`config.mk`:
```
export PLATFORM = sky130hd
export DESIGN_NAME = hbm_mode_strap
export DESIGN_NICKNAME = d
export VERILOG_FILES = /design/src/inc/hbm_pkg.sv /design/src/verilog/hbm_sync.sv /design/src/verilog/hbm_mode_strap.sv
export VERILOG_INCLUDE_DIRS = /design/src /design/src/inc
export SDC_FILE = /design/constraint.sdc
export NUM_CORES = 1
export LEC_CHECK = 0
export BUFFER_PORTS_ARGS = -buffer_cell sky130_fd_sc_hd__buf_2
export CAP_MARGIN = 40
export CORE_AREA = 2 2 56 45
export CTS_CLUSTER_DIAMETER = 80
export DETAILED_ROUTE_END_ITERATION = 10
export DIE_AREA = 0 0 58 47
export PLACE_DENSITY = 0.75
export SETUP_SLACK_MARGIN = 0.5
export SLEW_MARGIN = 20
export SYNTH_ARGS = -nofsm -noshare
export SYNTH_HDL_FRONTEND = slang
export SYNTH_SLANG_ARGS = --single-unit
```
`constraint.sdc`:
```
create_clock -name clock -period 1.01 [get_ports clock]
set_input_delay 0.202 -clock clock [delete_from_list [all_inputs] [get_ports clock]]
set_output_delay 0.202 -clock clock [all_outputs]
set_load 0.1 [all_outputs]
```
`src/inc/hbm_regs.svh`:
```
/*
 constants for the hub mode and strap block: timing, reset and mode values.
 assumes inclusion by bare name from design files.
*/
`ifndef HBM_REGS_SVH
`define HBM_REGS_SVH
`define HBM_CLK_MHZ 250
`define HBM_SYNC_STAGES 2
`define HBM_STRAP_RST 2'h0
`define HBM_DRV_RST 8'h55 // all four pin enables released
`define HBM_MODE_HUB 1'h1
`endif

```
`src/inc/hbm_pkg.sv`:
```
/*
 types for the hub mode and strap block.
 assumes nothing beyond a systemverilog compiler.
*/
package hbm_pkg;
   // operating mode of the device
   typedef enum logic [1:0] {
      HBM_STANDBY,
      HBM_HUB,
      HBM_BYPASS
   } hbm_mode_t;
   // one differential pair as two-signal pins
   typedef struct packed {
      logic pos_o;
      logic pos_oe_n;
      logic neg_o;
      logic neg_oe_n;
   } hbm_pair_drv_t;
   // hub datapath drive for one pair
   typedef struct packed {
      logic pos;
      logic neg;
      logic en;
   } hbm_hub_pair_t;
endpackage

```
`src/verilog/hbm_sync.sv`:
```
/*
 two-flop synchroniser for a bus of pin levels.
 assumes inputs asynchronous to clock; output read after second stage.
*/
`timescale 1ns/1ps
module hbm_sync #(
   parameter int W = 1
) (
   input wire logic clock,
   input wire logic srst,
   input wire logic [W-1:0] din,
   output logic [W-1:0] dout
);
   logic [W-1:0] meta_q;
   logic [W-1:0] sync_q;
   // two stages, first read only by second
   always_ff @(posedge clock) begin
      if (srst) begin
         meta_q <= '0;
         sync_q <= '0;
      end else begin
         meta_q <= din;
         sync_q <= meta_q;
      end
   end
   assign dout = sync_q;
endmodule

```
`src/verilog/hbm_mode_strap.sv`:
```
/*
 mode select and port-disable strap logic of a three-port hub.
 assumes pins arrive asynchronous; hub datapath and analog switch outside.
*/
`timescale 1ns/1ps
`include "hbm_regs.svh"
module hbm_mode_strap #(
   parameter int NPORT = 3
) (
   input wire logic clock,
   input wire logic srst,
   input wire logic bypass_sel_n,
   input wire logic reset_pin_n,
   input wire logic [1:0] downstream_pos_lines_p1_p2,
   input wire logic [1:0] downstream_neg_lines_p1_p2,
   input wire logic [NPORT-1:0] pair_swap_setting,
   input wire hbm_pkg::hbm_hub_pair_t [NPORT-1:0] hub_drv,
   output hbm_pkg::hbm_pair_drv_t [1:0] downstream_p1_p2_drv,
   output logic bypass_switch_on,
   output logic [NPORT-1:0] swap_eff,
   output logic [NPORT-1:0] port_enable,
   output logic core_low_power,
   output logic core_reset,
   output hbm_pkg::hbm_mode_t mode
);
   logic [5:0] raw;
   logic [5:0] syn;
   logic byp_n_s;
   logic rst_n_s;
   logic rst_n_prev_q;
   logic [1:0] dis_q;
   logic [1:0] dis_d;
   logic [1:0] strap_both_w;
   logic release_w;
   logic bypass_w;
   logic hub_w;
   logic [NPORT-1:0] en_w;
   hbm_pkg::hbm_mode_t mode_d;
   hbm_pkg::hbm_pair_drv_t [1:0] drv_d;
   assign raw = {downstream_neg_lines_p1_p2, downstream_pos_lines_p1_p2,
      reset_pin_n, bypass_sel_n};
   // all pin inputs pass two flops
   hbm_sync #(.W(6)) u_sync (
      .clock(clock),
      .srst(srst),
      .din(raw),
      .dout(syn)
   );
   assign byp_n_s = syn[0];
   assign rst_n_s = syn[1];
   // decode of mode and release edge
   assign release_w = rst_n_s & ~rst_n_prev_q;
   assign bypass_w = rst_n_s & ~byp_n_s;
   assign hub_w = rst_n_s & byp_n_s;
   assign mode_d = !rst_n_s ? hbm_pkg::HBM_STANDBY :
      (bypass_w ? hbm_pkg::HBM_BYPASS : hbm_pkg::HBM_HUB);
   // strap sampled once at release, held after
   // a port asks for disable only with both lines high
   assign strap_both_w = syn[3:2] & syn[5:4];
   assign dis_d = release_w ? strap_both_w : dis_q;
   // port enables: port3 never strap-disabled
   assign en_w = {1'b1, ~dis_d};
   // downstream 1/2 drive: float in bypass or standby
   genvar g;
   generate
      for (g = 0; g < 2; g++) begin : g_dn
         assign drv_d[g].pos_o = hub_drv[g].pos;
         assign drv_d[g].neg_o = hub_drv[g].neg;
         assign drv_d[g].pos_oe_n = ~(hub_w & en_w[g] & hub_drv[g].en);
         assign drv_d[g].neg_oe_n = ~(hub_w & en_w[g] & hub_drv[g].en);
         // disabled or floated port keeps both lines released
         property p_dis_float;
            @(posedge clock) disable iff (srst)
            (!hub_w || !en_w[g]) |=> (downstream_p1_p2_drv[g].pos_oe_n
               && downstream_p1_p2_drv[g].neg_oe_n);
         endproperty
         a_dis_float: assert property (p_dis_float) else $error("port not floated");
         // enabled port in hub mode follows the hub datapath
         property p_drive;
            @(posedge clock) disable iff (srst)
            (hub_w && en_w[g] && hub_drv[g].en) |=> (!downstream_p1_p2_drv[g].pos_oe_n
               && downstream_p1_p2_drv[g].pos_o == $past(hub_drv[g].pos));
         endproperty
         a_drive: assert property (p_drive) else $error("port not driven");
      end
   endgenerate
   // registered outputs
   always_ff @(posedge clock) begin
      if (srst) begin
         rst_n_prev_q <= 1'b0;
         dis_q <= `HBM_STRAP_RST;
         mode <= hbm_pkg::HBM_STANDBY;
         bypass_switch_on <= 1'b0;
         swap_eff <= '0;
         port_enable <= '0;
         core_low_power <= 1'b1;
         core_reset <= 1'b1;
         downstream_p1_p2_drv <= `HBM_DRV_RST;
      end else begin
         rst_n_prev_q <= rst_n_s;
         dis_q <= dis_d;
         mode <= mode_d;
         bypass_switch_on <= bypass_w;
         swap_eff <= bypass_w ? '0 : pair_swap_setting;
         port_enable <= hub_w ? en_w : '0;
         core_low_power <= ~hub_w;
         core_reset <= ~rst_n_s;
         downstream_p1_p2_drv <= drv_d;
      end
   end
   // low mode select closes the bypass switch
   property p_bypass_switch;
      @(posedge clock) disable iff (srst)
      (rst_n_s && !byp_n_s) |=> bypass_switch_on;
   endproperty
   a_bypass_switch: assert property (p_bypass_switch) else $error("switch not on");
   // low mode select shows bypass mode one edge later
   property p_mode_bypass;
      @(posedge clock) disable iff (srst)
      bypass_w |=> (mode == hbm_pkg::HBM_BYPASS) && (port_enable == '0);
   endproperty
   a_mode_bypass: assert property (p_mode_bypass) else $error("bypass mode not shown");
   // bypass releases all four lines of ports 1 and 2
   property p_float;
      @(posedge clock) disable iff (srst)
      bypass_switch_on |-> (downstream_p1_p2_drv[0].pos_oe_n
         && downstream_p1_p2_drv[0].neg_oe_n && downstream_p1_p2_drv[1].pos_oe_n
         && downstream_p1_p2_drv[1].neg_oe_n);
   endproperty
   a_float: assert property (p_float) else $error("ports 1/2 driven in bypass");
   // bypass keeps the core in reduced power
   property p_lowpow;
      @(posedge clock) disable iff (srst)
      bypass_switch_on |-> core_low_power;
   endproperty
   a_lowpow: assert property (p_lowpow) else $error("core not in low power");
   // high mode select runs the hub
   property p_hub;
      @(posedge clock) disable iff (srst)
      (rst_n_s && byp_n_s) |=> (mode == hbm_pkg::HBM_HUB) && port_enable[2];
   endproperty
   a_hub: assert property (p_hub) else $error("hub mode not entered");
   // hub mode passes the swap setting through at full power
   property p_swap_hub;
      @(posedge clock) disable iff (srst)
      hub_w |=> (swap_eff == $past(pair_swap_setting)) && !core_low_power;
   endproperty
   a_swap_hub: assert property (p_swap_hub) else $error("hub swap or power wrong");
   // port3 stays enabled whenever the hub runs
   property p_port3;
      @(posedge clock) disable iff (srst)
      (mode == hbm_pkg::HBM_HUB) |-> port_enable[NPORT-1];
   endproperty
   a_port3: assert property (p_port3) else $error("port3 disabled in hub mode");
   // swap never reaches the bypass path
   property p_noswap;
      @(posedge clock) disable iff (srst)
      bypass_switch_on |-> (swap_eff == '0);
   endproperty
   a_noswap: assert property (p_noswap) else $error("swap active in bypass");
   // straps taken at the release edge
   property p_strap;
      @(posedge clock) disable iff (srst)
      release_w |=> (dis_q == $past(strap_both_w));
   endproperty
   a_strap: assert property (p_strap) else $error("strap not sampled");
   // straps frozen between releases
   property p_hold;
      @(posedge clock) disable iff (srst)
      !release_w |=> $stable(dis_q);
   endproperty
   a_hold: assert property (p_hold) else $error("strap changed without release");
   // reset pin low holds standby
   property p_standby;
      @(posedge clock) disable iff (srst)
      !rst_n_s |=> core_reset && core_low_power && (port_enable == '0);
   endproperty
   a_standby: assert property (p_standby) else $error("standby not held");
   // standby floats ports 1 and 2 too
   property p_standby_float;
      @(posedge clock) disable iff (srst)
      !rst_n_s |=> (downstream_p1_p2_drv[0].pos_oe_n && downstream_p1_p2_drv[0].neg_oe_n
         && downstream_p1_p2_drv[1].pos_oe_n && downstream_p1_p2_drv[1].neg_oe_n);
   endproperty
   a_standby_float: assert property (p_standby_float) else $error("port driven in standby");
   // released reset pin lets the core out of reset
   property p_run;
      @(posedge clock) disable iff (srst)
      rst_n_s |=> !core_reset && (mode != hbm_pkg::HBM_STANDBY);
   endproperty
   a_run: assert property (p_run) else $error("core held in reset");
   // mode select high again leaves bypass without reset
   property p_restore;
      @(posedge clock) disable iff (srst)
      (bypass_switch_on && rst_n_s && byp_n_s) |=> !bypass_switch_on && !core_low_power;
   endproperty
   a_restore: assert property (p_restore) else $error("hub not restored");
   // main scenarios
   c_bypass: cover property (@(posedge clock) disable iff (srst)
      !bypass_switch_on ##1 bypass_switch_on);
   c_restore: cover property (@(posedge clock) disable iff (srst)
      bypass_switch_on ##1 !bypass_switch_on);
   c_disabled: cover property (@(posedge clock) disable iff (srst)
      release_w && strap_both_w != 2'h0);
   c_both_off: cover property (@(posedge clock) disable iff (srst)
      release_w && strap_both_w == 2'h3);
   c_standby: cover property (@(posedge clock) disable iff (srst)
      rst_n_prev_q && !rst_n_s);
endmodule

```
==> summary.md <==
| Metric | Value |
|---|---|
| Status | finished, violations left |
| Length of the first detailed-routing pass in iterations | 3 |
| Psw | 0.000602 W |
| Register Area | 714 um2 |
| Sw frac | about a quarter |
| Vias in the first global route | 546 |
| Core ar. | approximately 2200 um2 |
| Clk pwr share | 30.8% |
| Post-DR vias/cell | 4.22 |
| Initial core utilization | 41.4% |
| Drc violations | 0 |
| Hold Crit Endpoint | downstream_p1_p2_drv[0] |
| Layout filler cell count | 144 |
| Crit path max-delay family | flip-flops |
| Die area | approximately 2700 um2 |
| Setup CP Type | flip-flop to primary output |
| Non-filler cells in the finished layout | about 140 |
| Synth unique cells | 14 |
| Reg2reg start | u_sync.dout[1] |
| #FFs+latches synth | 32 |
| # clock sinks | 32 |
| Crit-path slowest cell | dfxtp_4 |
| Fraction of layout cells with a size suffix above 1 | 68.6% |
| Die width | 58 um |
| Initial drt markers | 3 |
| Internal | 0.00175 W |
| Cts bufs inserted | 5 |
| Leakage Power | 0.692 nW |
| Vias | 604 |
| Root buffer cell | clkbuf_4 |
| Final max-slew violation count | 0 |
| Worst setup EP type | primary output |
| Max Cap Viol | 0 |
| N_diodes | 0 |
| HP Start | hub_drv[0] |
| Critical Path Fanout Max | 2 |
| TNS Setup | -0.810 ns |
| Mapped cell area | approximately 900 um2 |
| Cts hold-fix bufs | 0 |
| Required @ worst endpoint | about 0.81 ns |
| CTS tree | done |
| Syn_nets | 95 |
| Reg2reg setup slack | 0.09 ns |
| Avg WL per Cell | 10.4 um |
| Crit path arrival time | slightly below 0.9 ns |
| Worst rel slew slack | 84.3% |
| Slew @ Worst Pin | ~0.24 ns |
| Final hold viol count | 0 |
| H-tree depth | 2 |
| Worst Hold Margin | 0.0561 ns |
| GRT overflow | 0 |
| Warnings from Yosys | 0 |
| Crit path buf inv count | 1 |
| Final wirelength | roughly 1500 um |
| HPWL after DPL | 1070 um |
| # IOs | 39 |
| RSZ-0062 raised after global routing | yes |
| First-pass GRT wire length | 2300 um |
| Gate power share | 14.1% |
| Crit path cell chain | buf_12 |
| Post-Place Setup Slack | about 0.11 ns |
| I/O Buffers | 35 |
| Clk_lat worst skew | 0.32 ns |
| Cell Pwr Density | ~1500 nW/um2 |
| FP Rows | 15 |
| Clk buf depth | 2 |
| Final antenna-violating net count | 0 |
| Area Overhead vs Synth | 77.2% |
| Multi-input logic area | 268 um2 |
| Cells on Worst Hold Path | 2 |
| Die extent in y | about 47 um |
| Slowest cell delay on critical path | 0.38 ns |
| Initial antenna violation count | 0 |
| Startpoint Class | flip-flop |
| Sequential area share after synthesis | a little under three quarters |
| Max VDD drop | 1480 uV |
| Final WS setup | -0.0643 ns |
| FF-to-FF path depth | 4 |
| Largest net degree at the start of global routing | 20 |
| Setup Skew | 0.00742 ns |
| Layout Nets | 137 |
| Syn_area_per_cell | about 12 um2 |
| GRT Util Overall | 12.7% |
| Fmax | 0.931 GHz |
| Worst hold path type | input pin to flip-flop |
| Worst-path clk slew | 0.09 ns |
| Critical R2R Capture | port_enable[1] |
| Final clock period utilization by the worst path | 106% |
| Syn Inst Count | 75 |
| Tmin final | 1.07 ns |
| Sequential share of power | 55.1% |
| RD Place Congestion | 0.658 |
| Failing checks | setup timing |
| Placed Instances | about 130 |
| Endpoints failing setup | 19 |
## cells in the final DEF (no fill, tap or decap), drive strengths merged, types with 2 or more instances in the layout
cell type and count:
dfxtp 32, and2 5, nand3 2, buf 39
clkbuf 8, a21oi 3, and4b 2, inv 3
nor2 4, nor2b 16
## routing by layer
layer | vias to the layer above | global-route usage, % | part of all wire [%] | routed length (um)
met5 | - | 0 | 0 | 0
met4 | 0 | 5.58 | 2.1 | 31
met3 | 4 | 7.71 | 9.3 | 139
met2 | 29 | 22.7 | 50 | 750
met1 | 255 | 12.0 | 38 | 569
li1 | 316 | - | - | -
## what timing repair did
| item | 4_1_cts | 5_1_grt |
|---|---|---|
| setup buffers | 3 | 0 |
| gates resized for setup | 8 | 6 |
| pin swaps | 6 | 6 |
| setup endpoints to repair | 41 | 41 |
## layout make-up
class / count / area share [%]
sequential: 32 / 44.7
tap: 25 / 1.96
timing repair buffer: 39 / 31.4
clock buffer: 8 / 3.68
inverter: 4 / 1.41
multi-input combinational: 35 / 16.8
## power groups by stage
stage	Clock [W]	Combinational [W]	Sequential, W
5_1_grt	0.000809	0.000344	0.00130
4_1_cts	0.000745	0.000322	0.00130
3_3_place_gp	0	0.000306	0.00133
3_5_place_dp	0	0.000311	0.00133
6_report	0.000726	0.000331	0.00130
2_1_floorplan	0	0.0000558	0.00146
## stage by stage
stage,instance area [um2],power [W],utilization [%]
floorplan,1030,0.00152,-
global placement,1460,0.00163,67.1
detailed placement,1460,0.00164,67.1
CTS,1580,0.00236,72.4
global route,1600,0.00245,73.3
finish,1600,0.00235,73.3
## sequential cells by signal, indices dropped and copies added, names as in the netlist
name,count
u_sync.dout,6
port_enable,3
core_reset,1
core_low_power,1
dis_q,2
mode,2
downstream_p1_p2_drv,6
rst_n_prev_q,1
u_sync.meta_q,6
swap_eff,3
bypass_switch_on,1
## logic make-up after synthesis
kind of cell | share of synthesized area (%)
DFF | 71.1
AOI/OAI and AO/OA | 1.67
and+or+nand+nor | 22.6
buffers and inverters | 4.58
## worst max-delay path by stage
stage,end,depth (start not counted),startpoint
2_1_floorplan,downstream_p1_p2_drv[2],1,downstream_p1_p2_drv[0]
3_3_place_gp,downstream_p1_p2_drv[0],5,srst
3_5_place_dp,port_enable[1],4,u_sync.dout[1]
4_1_cts,downstream_p1_p2_drv[2],1,downstream_p1_p2_drv[0]
5_1_grt,downstream_p1_p2_drv[2],1,downstream_p1_p2_drv[0]
6_report,downstream_p1_p2_drv[2],1,downstream_p1_p2_drv[0]
## cell usage after synthesis (all sizes together)
master | instances | area share, %
a21oi | 3 | 1.7
nand2b | 1 | 0.69
and2b | 1 | 1.1
nor2 | 4 | 1.7
clkinv | 1 | 0.56
nand2 | 1 | 1.2
and2 | 5 | 3.5
dfxtp | 32 | 71
nand3 | 2 | 1.1
buf | 4 | 2.8
inv | 3 | 1.2
nor2b | 16 | 11
and4b | 2 | 2.2
Power figures use the tool's default switching activity.
